[config.mk]
export PLATFORM = sky130hd
export DESIGN_NAME = pmbus_addr_crc_fault_sim
export DESIGN_NICKNAME = d
export VERILOG_FILES = /design/src/hdl/vendor_cmd_pkg.sv /design/src/hdl/settings_crc16.sv /design/src/hdl/pmbus_addr_crc_fault_sim.sv
export SDC_FILE = /design/constraint.sdc
export NUM_CORES = 1
export LEC_CHECK = 0
export ABC_AREA = 1
export BUFFER_PORTS_ARGS = -buffer_cell sky130_fd_sc_hd__buf_2
export CAP_MARGIN = 20
export CORE_UTILIZATION = 41
export DETAILED_ROUTE_END_ITERATION = 10
export SYNTH_ARGS = -nofsm -noshare
export SYNTH_HDL_FRONTEND = slang
export SYNTH_HIERARCHICAL = 1
export SYNTH_SLANG_ARGS = --single-unit
[constraint.sdc]
create_clock -name clk -period 2.44 [get_ports clk]
set_clock_uncertainty 0.15 [all_clocks]
set_input_delay 0.366 -clock clk [delete_from_list [all_inputs] [get_ports clk]]
set_output_delay 0.366 -clock clk [all_outputs]
set_load 0.01 [all_outputs]
[src/hdl/vendor_cmd_pkg.sv]
// Command codes, field positions and constants of the vendor command bank
package vendor_cmd_pkg;
    // Command codes
    localparam logic [7:0] CMD_ADDRESS = 8'hEF;
    localparam logic [7:0] CMD_CRC     = 8'hF0;
    localparam logic [7:0] CMD_FAULT   = 8'hF1;

    // Address field
    localparam int         ADDR_W        = 7;
    localparam logic [6:0] RSVD_ADDR_0   = 7'h0C;
    localparam logic [6:0] RSVD_ADDR_1   = 7'h28;
    localparam logic [6:0] RSVD_ADDR_2   = 7'h37;
    localparam logic [6:0] RSVD_ADDR_3   = 7'h61;
    localparam logic [6:0] ADDR_RESET    = 7'h00;

    // Checksum
    localparam logic [15:0] CRC_POLY  = 16'h8005;
    localparam logic [15:0] CRC_INIT  = 16'h0000;
    localparam logic [15:0] CRC_RESET = 16'h0000;

    // Fault injection fields
    localparam int          FI_FAULT_PERSIST = 15;
    localparam int          FI_OVERTEMP      = 14;
    localparam int          FI_OC_FAULT      = 12;
    localparam int          FI_IN_LOCKOUT    = 11;
    localparam int          FI_IN_OV_FAULT   = 10;
    localparam int          FI_OUT_UV_FAULT  = 9;
    localparam int          FI_OUT_OV_FAULT  = 8;
    localparam int          FI_WARN_PERSIST  = 7;
    localparam int          FI_OC_WARN       = 4;
    localparam int          FI_IN_UV_WARN    = 3;
    localparam int          FI_OUT_UV_WARN   = 1;
    localparam int          FI_OUT_OV_WARN   = 0;
    localparam logic [15:0] FI_FAULT_MASK    = 16'h7F00;
    localparam logic [15:0] FI_WARN_MASK     = 16'h007F;
    localparam logic [15:0] FI_RESET         = 16'h0000;
endpackage

[src/hdl/settings_crc16.sv]
// Bytewise CRC-16 engine over the settings stream
`timescale 1ns/1ns
`default_nettype none
module settings_crc16
    import vendor_cmd_pkg::*;
(
    // Clock and reset
    input  wire logic        clk,
    input  wire logic        rst_n,
    input  wire logic        clk_en,
    // Byte stream
    input  wire logic        start,
    input  wire logic        byte_valid,
    input  wire logic [7:0]  byte_data,
    input  wire logic        byte_last,
    // Result
    output logic      [15:0] crc_out,
    output logic             crc_done
);
    logic [15:0] acc_q, acc_d, res_q, res_d, step;
    logic        done_q, done_d;

    always_comb begin
        step = acc_q;
        for (int i = 7; i >= 0; i--) begin
            if (step[15] ^ byte_data[i]) begin
                step = {step[14:0], 1'b0} ^ CRC_POLY;
            end else begin
                step = {step[14:0], 1'b0};
            end
        end
        acc_d  = acc_q;
        res_d  = res_q;
        done_d = 1'b0;
        if (start) begin
            acc_d = CRC_INIT;
        end else if (byte_valid) begin
            acc_d = step;
            if (byte_last) begin
                res_d  = step;
                done_d = 1'b1;
            end
        end
    end

    always_ff @(posedge clk) begin
        if (!rst_n) begin
            acc_q  <= CRC_INIT;
            res_q  <= CRC_RESET;
            done_q <= 1'b0;
        end else if (clk_en) begin
            acc_q  <= acc_d;
            res_q  <= res_d;
            done_q <= done_d;
        end
    end

    assign crc_out  = res_q;
    assign crc_done = done_q;
endmodule
`default_nettype wire

[src/hdl/pmbus_addr_crc_fault_sim.sv]
// Vendor command bank: bus address, settings checksum, fault injection
`timescale 1ns/1ns
`default_nettype none
module pmbus_addr_crc_fault_sim
    import vendor_cmd_pkg::*;
(
    // Clock and reset
    input  wire logic        clk,
    input  wire logic        rst_n,
    input  wire logic        clk_en,
    // Command port from the transaction layer
    input  wire logic        cmd_valid,
    input  wire logic        cmd_write,
    input  wire logic        cmd_word,
    input  wire logic [7:0]  cmd_code,
    input  wire logic [15:0] cmd_wdata,
    output logic             rsp_valid,
    output logic             rsp_invalid,
    output logic      [15:0] rsp_rdata,
    // Address match
    input  wire logic [6:0]  addr_query,
    output logic             addr_hit,
    output logic      [6:0]  bus_address,
    // Boot and non-volatile events
    input  wire logic [6:0]  boot_addr,
    input  wire logic        nvm_store_done,
    input  wire logic        nvm_restore_done,
    output logic             crc_request,
    input  wire logic        nvm_byte_valid,
    input  wire logic [7:0]  nvm_byte,
    input  wire logic        nvm_byte_last,
    // Protection side
    input  wire logic        conv_enabled,
    input  wire logic        fault_resp_done,
    output logic             force_overtemp_fault,
    output logic             force_overcurrent_fault,
    output logic             force_input_lockout,
    output logic             force_input_overvolt_fault,
    output logic             force_output_undervolt_fault,
    output logic             force_output_overvolt_fault,
    output logic             force_overcurrent_warning,
    output logic             force_input_undervolt_warning,
    output logic             force_output_undervolt_warning,
    output logic             force_output_overvolt_warning
);
    logic [6:0]  addr_q, addr_d;
    logic [15:0] crc_q, crc_d;
    logic [15:0] fi_q, fi_d;
    logic        boot_q, boot_d;
    logic        req_q, req_d;
    logic        rv_q, rv_d, ri_q, ri_d;
    logic [15:0] rd_q, rd_d;
    logic [15:0] crc_val;
    logic        crc_done;
    logic        addr_rsvd, wr_addr_ok, wr_fi_ok;

    settings_crc16 u_crc (
        .clk        (clk),
        .rst_n      (rst_n),
        .clk_en     (clk_en),
        .start      (req_q),
        .byte_valid (nvm_byte_valid),
        .byte_data  (nvm_byte),
        .byte_last  (nvm_byte_last),
        .crc_out    (crc_val),
        .crc_done   (crc_done)
    );

    assign addr_rsvd  = (cmd_wdata[6:0] == RSVD_ADDR_0) || (cmd_wdata[6:0] == RSVD_ADDR_1)
                     || (cmd_wdata[6:0] == RSVD_ADDR_2) || (cmd_wdata[6:0] == RSVD_ADDR_3);
    assign wr_addr_ok = cmd_valid && cmd_write && !cmd_word && (cmd_code == CMD_ADDRESS)
                     && !addr_rsvd;
    assign wr_fi_ok   = cmd_valid && cmd_write && cmd_word && (cmd_code == CMD_FAULT);

    // Address, boot capture and checksum
    always_comb begin
        addr_d = addr_q;
        boot_d = 1'b0;
        req_d  = nvm_store_done || nvm_restore_done;
        crc_d  = crc_q;
        if (boot_q) begin
            addr_d = boot_addr;
            req_d  = 1'b1;
        end else if (wr_addr_ok) begin
            addr_d = cmd_wdata[6:0];
        end
        if (crc_done) begin
            crc_d = crc_val;
        end
    end

    always_ff @(posedge clk) begin
        if (!rst_n) begin
            addr_q <= ADDR_RESET;
            boot_q <= 1'b1;
            req_q  <= 1'b0;
            crc_q  <= CRC_RESET;
        end else if (clk_en) begin
            addr_q <= addr_d;
            boot_q <= boot_d;
            req_q  <= req_d;
            crc_q  <= crc_d;
        end
    end

    assign addr_hit    = !boot_q && (addr_query == addr_q);
    assign bus_address = addr_q;
    assign crc_request = req_q;

    // Fault injection register
    always_comb begin
        fi_d = fi_q;
        if (wr_fi_ok) begin
            fi_d = cmd_wdata;
        end else if (fault_resp_done) begin
            if (!fi_q[FI_FAULT_PERSIST]) begin
                fi_d = fi_d & ~FI_FAULT_MASK;
            end
            if (!fi_q[FI_WARN_PERSIST]) begin
                fi_d = fi_d & ~(FI_WARN_MASK & ~(16'h0001 << FI_WARN_PERSIST));
            end
        end
    end

    always_ff @(posedge clk) begin
        if (!rst_n) begin
            fi_q <= FI_RESET;
        end else if (clk_en) begin
            fi_q <= fi_d;
        end
    end

    // Forced detector outputs
    assign force_overtemp_fault           = fi_q[FI_OVERTEMP]     && conv_enabled;
    assign force_overcurrent_fault        = fi_q[FI_OC_FAULT]     && conv_enabled;
    assign force_input_lockout            = fi_q[FI_IN_LOCKOUT];
    assign force_input_overvolt_fault     = fi_q[FI_IN_OV_FAULT]  && conv_enabled;
    assign force_output_undervolt_fault   = fi_q[FI_OUT_UV_FAULT] && conv_enabled;
    assign force_output_overvolt_fault    = fi_q[FI_OUT_OV_FAULT];
    assign force_overcurrent_warning      = fi_q[FI_OC_WARN]      && conv_enabled;
    assign force_input_undervolt_warning  = fi_q[FI_IN_UV_WARN]   && conv_enabled;
    assign force_output_undervolt_warning = fi_q[FI_OUT_UV_WARN]  && conv_enabled;
    assign force_output_overvolt_warning  = fi_q[FI_OUT_OV_WARN]  && conv_enabled;

    // Command responses
    always_comb begin
        rv_d = cmd_valid;
        ri_d = 1'b0;
        rd_d = 16'h0000;
        if (cmd_valid) begin
            unique case (cmd_code)
                CMD_ADDRESS: begin
                    ri_d = cmd_word || (cmd_write && addr_rsvd);
                    rd_d = (cmd_write || cmd_word) ? 16'h0000 : {9'h000, addr_q};
                end
                CMD_CRC: begin
                    ri_d = cmd_write || !cmd_word;
                    rd_d = ri_d ? 16'h0000 : crc_q;
                end
                CMD_FAULT: begin
                    ri_d = !cmd_word;
                    rd_d = (cmd_write || !cmd_word) ? 16'h0000 : fi_q;
                end
                default: begin
                    ri_d = 1'b1;
                end
            endcase
        end
    end

    always_ff @(posedge clk) begin
        if (!rst_n) begin
            rv_q <= 1'b0;
            ri_q <= 1'b0;
            rd_q <= 16'h0000;
        end else if (clk_en) begin
            rv_q <= rv_d;
            ri_q <= ri_d;
            rd_q <= rd_d;
        end
    end

    assign rsp_valid   = rv_q;
    assign rsp_invalid = ri_q;
    assign rsp_rdata   = rd_q;
endmodule
`default_nettype wire

==> run_results.csv, run 1 <==
group,metric,value,unit
placed_design,post-dp-hpwl,9100,µm
placed_design,globalplace.congestion,0.883,
floorplan,core,0.0109,mm²
worst_setup_path,worstPathCellList,"inv_1, o21ai_0, a211oi_1, nand3_1, nor2_1, buf_2",
worst_setup_path,cp-start-kind,"flip-flop",
sta,timing.final.hold_violations,0,
power,p_int,2.63,mW
logic_synthesis,yosys_warnings,6,
clocking,clock_sinks,92,
global_route,grt_pass1_wl,19600,µm
sta,period_minus_slack,2.16,ns
power,power_frac_seq,44.3,%
clocking,cts_setup_buffers,0,
power,power_frac_comb,13.5,%
clocking,root_buffer,"clkbuf_16",
power,switching_share,26.8,%
logic_synthesis,synth_cell_types,37,
logic_synthesis,synth_area,0.00466,mm²
logic_synthesis,synth_seq_cells,92,
clocking,clkTransAtPathRegs,0.07,ns
routing,drt-met1-wl,5340,µm
floorplan,die_x,109,µm
worst_setup_path,crit_family,"flip-flops",
power,p_leak,2.55,nW
sta,slew_violations,0,
cells_and_area,fillers,1143,
placed_design,io_buffers,94,
worst_setup_path,crit_slowest_cell,"dfxtp_1",
routing,totalWireLength,12000,µm
routing,wl_met2,5770,µm
global_route,grt_pass1_vias,4163,
cells_and_area,antenna_cells,0,
global_route,grt_max_degree,34,
global_route,grt_usage,21.6,%
cells_and_area,synthToLayoutAreaGrowth,19.2,%
floorplan,rows,38,
power,power.share.clock,42.2,%
sta,worstMarginPinSlew,0.576,ns
routing,topRoutingLayerUsed,"met4",
routing,avgViaCountPerCell,5.07,
cells_and_area,layout-drive-gt1-share,21.6,%
sta,rsz0062_at_grt,"no",
routing,drt_iter0_drc,277,
cells_and_area,final_nets,812,
floorplan,die-area,0.0118,mm²
worst_setup_path,cp.arrival,1.64,ns
clocking,cts_tree,"built",
clocking,h-tree-depth,3,
worst_setup_path,critical_path_buf_inv_count,2,
outcome,outcome,"finished, final reports clean",
floorplan,start_util,42.6,%
worst_setup_path,critPathCaptureType,"output pin",
sta,relSlewSlack,61.5,%
sta,max_freq,464,MHz
logic_synthesis,avgSynthCellArea,7.00,µm²
logic_synthesis,ys_seq_area_share,39.5,%
worst_setup_path,worstSetupPathType,"reg2out",
routing,num_vias,4555,
power,switchingPower,0.963,mW
power,power_density,646,mW/mm²
clocking,clockBufferDepth,2,
logic_synthesis,syn_nets,724,
routing,wl_met3,675,µm
global_route,globalRouteOverflowTotal,0,
worst_setup_path,cpPeakStageDelay,0.41,ns
hold_path,hold_class,"in2reg",
global_route,antenna_found_initial,0,
floorplan,num_io_pins,95,
sta,setup_viol,0,
clocking,cts_hold_buf,0,
power,vdd_ir_drop_max,0.000716,V
sta,final.period_utilization,88.4,%
clocking,cts_buffers,9,
logic_synthesis,async_flop_share,0,%
floorplan,die_h,109,µm
routing,ant_nets,0,
sta,setup_tns,0,ns
routing,dr.pass1.iters,5,
sta,whs,0.118,ns
routing,detail_route.wl_per_cell,13.4,µm
logic_synthesis,synth_edf_count,0,
clocking,clkLatencyLatePin,0.35,ns
clocking,cts.repair.resized,0,
routing,drc,0,
worst_setup_path,critPathRequiredTime,1.92,ns
logic_synthesis,synth_flop_cell,"dfxtp_1",
logic_synthesis,syn-instance-count,666,
power,power.total,3.59,mW
worst_setup_path,cp_max_fo,13,
job,maxCapViolations,0,
==> flip-flops by register name, indices dropped and copies added (netlist names), 7 cells and up <==
register / count
bus_address: 7
crc_q: 16
fi_q: 16
rsp_rdata: 16
u_crc/acc_q: 16
u_crc/crc_out: 16
==> cells by family after synthesis <==
logic type	count (synthesis)	share of synthesized area [%]
AND/OR/NAND/NOR	323	32.5
XOR/XNOR	17	3.35
AO/OA/AOI/OAI	134	15.6
flip-flops	92	39.5
buffers and inverters	100	9.07
==> power by group through the flow <==
stage          clock network, mW  logic [mW]  registers [mW]
2_1_floorplan                  0       0.330            1.62
3_3_place_gp                   0       0.475            1.62
3_5_place_dp                   0       0.483            1.63
4_1_cts                     1.55       0.486            1.59
5_1_grt                     1.61       0.547            1.60
6_report                    1.52       0.483            1.59
==> synth_stat cells, types with 4 or more instances <==
master,instances,area share [%]
buf_6,4,0.97
xor2_1,10,1.9
clkbuf_1,16,1.3
xnor2_1,6,1.1
a21oi_1,57,6.1
o211ai_1,10,1.6
nor2_1,75,6.0
buf_2,4,0.43
nand2_1,149,12
nand4_1,14,1.9
o21ai_0,54,5.8
inv_1,64,5.2
inv_2,6,0.48
o21ai_1,5,0.54
nand3_4,4,1.5
nand3_1,50,5.4
dfxtp_1,92,40
nand2_2,15,2.0
==> metal layers <==
metal	vias up	global-route usage [%]
li1	2340	-
met2	121	36.3
met5	-	0
met1	2080	26.8
met4	0	7.63
met3	14	5.20
==> per-stage QoR <==
stage / instances / util [%] / cell area (µm²) / setup slack [ns]
final: 899 / 50.8 / 5560 / 0.284
after global routing: 899 / 50.8 / 5560 / 0.0677
after CTS: 899 / 50.8 / 5560 / 0.247
after detailed placement: 883 / 47.9 / 5240 / 0.181
after global placement: 883 / 47.9 / 5240 / 0.270
after floorplan: 666 / - / 4660 / 0.500
==> cells in the final DEF (no fill, tap or decap), types with 3 or more instances in the layout <==
master,netlist,routed
o211ai_1,10,10
xor2_1,10,10
dfxtp_1,92,92
nand3_2,3,3
a21oi_1,57,57
nand3_4,4,4
nand2_4,3,3
nand2_2,15,15
nor2_1,75,75
buf_4,3,10
nor2_4,3,3
nand2_1,149,149
o21ai_0,54,54
nand4_1,14,14
inv_1,64,64
clkbuf_16,0,9
nand3_1,50,50
buf_2,4,94
o21ai_1,5,5
xnor2_1,6,6
inv_2,6,6
==> final timing paths <==
check                                                  start                             end  slack, ns  depth (start not counted)
worst max-delay path                     boot_q$_SDFFE_PN1P_                        addr_hit       0.28                          6
worst min-delay path                            cmd_wdata[9]            fi_q[9]$_SDFFE_PN0P_       0.12                          3
worst max register to register  u_crc/acc_q[15]$_SDFFE_PN0P_  u_crc/crc_out[15]$_SDFFE_PN0P_       0.32                         19
worst min register to register        crc_q[15]$_SDFFE_PN0P_          crc_q[15]$_SDFFE_PN0P_       0.30                          2
==> worst min-delay path, delay by kind of cell <==
| kind | cells | cell delay [ns] |
|---|---|---|
| simple gates | 1 | 0.05 |
| compound gates | 1 | 0.05 |
| buf+inv | 1 | 0.10 |
==> final cells by class <==
class | count | area (µm²) | area share, %
multi-input combinational | 474 | 2400 | 43.1
sequential | 92 | 1840 | 33.1
tap | 140 | 175 | 3.15
clock inverter | 7 | 97.6 | 1.76
clock buffer | 9 | 225 | 4.05
timing repair buffer | 104 | 546 | 9.82
inverter | 73 | 275 | 4.95
Power figures use the tool's default switching activity.
==> run 2, diff against run 1 <==
--- a/config.mk
+++ b/config.mk
@@ -12,5 +12,4 @@
 export DETAILED_ROUTE_END_ITERATION = 10
 export SYNTH_ARGS = -nofsm -noshare
 export SYNTH_HDL_FRONTEND = slang
-export SYNTH_HIERARCHICAL = 1
 export SYNTH_SLANG_ARGS = --single-unit
==> run_results.csv, run 2 <==
group,metric,value,unit
outcome,outcome,"finished, final reports clean",
clocking,clock_sinks,92,
floorplan,start_util,42.4,%
placed_design,post-dp-hpwl,8790,µm
logic_synthesis,synth_most_common_cell,"nand2_1",
routing,drc,0,
floorplan,num_io_pins,95,
worst_setup_path,critPathRequiredTime,1.92,ns
logic_synthesis,yosys-top-cells-count,"nand2_1 (153), dfxtp_1 (92), nor2_1 (72)",
logic_synthesis,ys_seq_area_share,41.9,%
clocking,root_buffer,"clkbuf_8",
power,switchingPower,0.887,mW
floorplan,rows,37,
global_route,grt_pass1_vias,3964,
power,p_int,2.20,mW
power,switching_share,28.7,%
power,power_density,588,mW/mm²
worst_setup_path,critPathCaptureType,"output pin",
logic_synthesis,syn-instance-count,618,
floorplan,die_h,106,µm
logic_synthesis,synth.top_cell.area_share,41.9,%
clocking,clkTransAtPathRegs,0.09,ns
worst_setup_path,cp_max_fo,3,
sta,setup_tns,0,ns
clocking,cts.repair.resized,0,
sta,slew_violations,0,
worst_setup_path,reg2reg_depth,14,
routing,num_vias,4233,
cells_and_area,stdcell_count,854,
hold_path,hold_class,"in2reg",
logic_synthesis,synth_area,0.00439,mm²
logic_synthesis,yosys_warnings,0,
floorplan,die-area,0.0111,mm²
sta,setup_viol,0,
power,vdd_ir_drop_max,0.000302,V
logic_synthesis,syn_nets,676,
power,p_leak,2.37,nW
cells_and_area,layout_common_cells,"nand2_1 (153), buf_2 (94), dfxtp_1 (92)",
cells_and_area,fillers,1060,
hold_path,holdPathStages,3,
logic_synthesis,yosys.area.top_type,"dfxtp_1",
logic_synthesis,synth_seq_cells,92,
global_route,antenna_found_initial,0,
routing,dr.pass1.iters,5,
placed_design,pre_cts_slack,0.190,ns
global_route,grt_max_degree,34,
sta,fin_ws,0.273,ns
routing,totalWireLength,11500,µm
floorplan,die_x,106,µm
placed_design,globalplace.congestion,0.907,
sta,final.period_utilization,88.8,%
cells_and_area,antenna_cells,0,
cells_and_area,synthToLayoutAreaGrowth,19.6,%
logic_synthesis,synth_flop_cell,"dfxtp_1",
global_route,grt_pass1_wl,18800,µm
sta,max_freq,461,MHz
placed_design,io_buffers,94,
floorplan,core,0.0104,mm²
worst_setup_path,cp-start-kind,"flip-flop",
cells_and_area,layout-drive-gt1-share,23.1,%
worst_setup_path,cp.arrival,1.65,ns
logic_synthesis,async_flop_share,0,%
power,power_frac_seq,51.3,%
sta,period_minus_slack,2.17,ns
routing,drt_iter0_drc,216,
cells_and_area,final_nets,771,
power,power.share.clock,33.7,%
global_route,globalRouteOverflowTotal,0,
clocking,clockBufferDepth,2,
clocking,clkLatencyLatePin,0.36,ns
placed_design,dp_cells,838,
clocking,cts_tree,"built",
routing,ant_nets,0,
sta,timing.final.hold_violations,0,
logic_synthesis,ys_top_cells_by_area,"dfxtp_1 (42%), nand2_1 (13%), nor2_1 (6.2%), a21oi_1 (5.9%), inv_1 (5.8%)",
sta,worstMarginPinSlew,0.838,ns
logic_synthesis,avgSynthCellArea,7.11,µm²
logic_synthesis,synth_edf_count,0,
cells_and_area,final_common_cell,"nand2_1",
clocking,cts_setup_buffers,0,
routing,avgViaCountPerCell,4.96,
sta,rsz0062_at_grt,"no",
worst_setup_path,worstSetupPathType,"reg2out",
clocking,cts_buffers,9,
logic_synthesis,synth_cell_types,34,
global_route,grt_usage,21.2,%
sta,relSlewSlack,43.8,%
power,power_frac_comb,15.0,%
clocking,h-tree-depth,3,
job,maxCapViolations,0,
routing,detail_route.wl_per_cell,13.4,µm
clocking,cts_hold_buf,0,
## run 2: routing by layer
layer	global-route usage, %	share of wire [%]	vias up
li1	-	-	2180
met1	28.2	47	1908
met2	34.4	45	127
met3	4.27	5.6	18
met4	6.94	1.9	0
met5	0	0	-
## run 2: path summary, 6_finish.rpt
path                                startpoint                           end  slack [ns]
setup / recovery   bus_address[3]$_SDFFE_PN0P_                      addr_hit        0.27
hold / removal                   cmd_wdata[12]         fi_q[12]$_SDFFE_PN0P_        0.10
setup reg to reg  u_crc.acc_q[14]$_SDFFE_PN0P_  u_crc.acc_q[15]$_SDFFE_PN0P_        0.38
hold reg to reg     rsp_rdata[13]$_SDFFE_PN0P_    rsp_rdata[13]$_SDFFE_PN0P_        0.32
## run 2: area by class of cell
cell class / count / area, µm² / area share, %
clock buffers: 9 / 124 / 2.36
flip-flops and latches: 92 / 1840 / 35.0
repair buffers: 109 / 596 / 11.3
well taps: 136 / 170 / 3.24
multi-input cells: 428 / 2180 / 41.4
clock inverters: 7 / 73.8 / 1.40
inverters: 73 / 274 / 5.21
## run 2: cell families after synthesis
family | Yosys count | share of synthesized area (%)
simple gates | 284 | 29.2
buf+inv | 98 | 8.54
xor+xnor | 13 | 2.93
compound gates | 131 | 17.4
flops | 92 | 41.9
## run 2: critical path, cell delays in order, from the launching register on
cell,delay (ns)
dfxtp_1,0.40
inv_1,0.09
nand2_1,0.06
o21ai_0,0.08
a221o_1,0.28
nor4_1,0.21
buf_2,0.17
## run 2: through the flow
stage	utilization, %	hold slack [ns]	total power, mW	cell area, µm²
2_1_floorplan	-	0.280	1.92	4390
3_3_place_gp	48.8	0.301	2.08	5060
3_5_place_dp	48.8	0.306	2.08	5060
4_1_cts	50.7	0.0865	3.12	5260
5_1_grt	50.7	0.0948	3.24	5260
6_report	50.7	0.103	3.09	5260
## run 2: power by group through the flow
| stage | registers (mW) | clock network [mW] | logic, mW |
|---|---|---|---|
| 2_1_floorplan | 1.62 | 0 | 0.307 |
| 3_3_place_gp | 1.62 | 0 | 0.457 |
| 3_5_place_dp | 1.62 | 0 | 0.463 |
| 4_1_cts | 1.58 | 1.07 | 0.465 |
| 5_1_grt | 1.59 | 1.14 | 0.516 |
| 6_report | 1.58 | 1.04 | 0.464 |
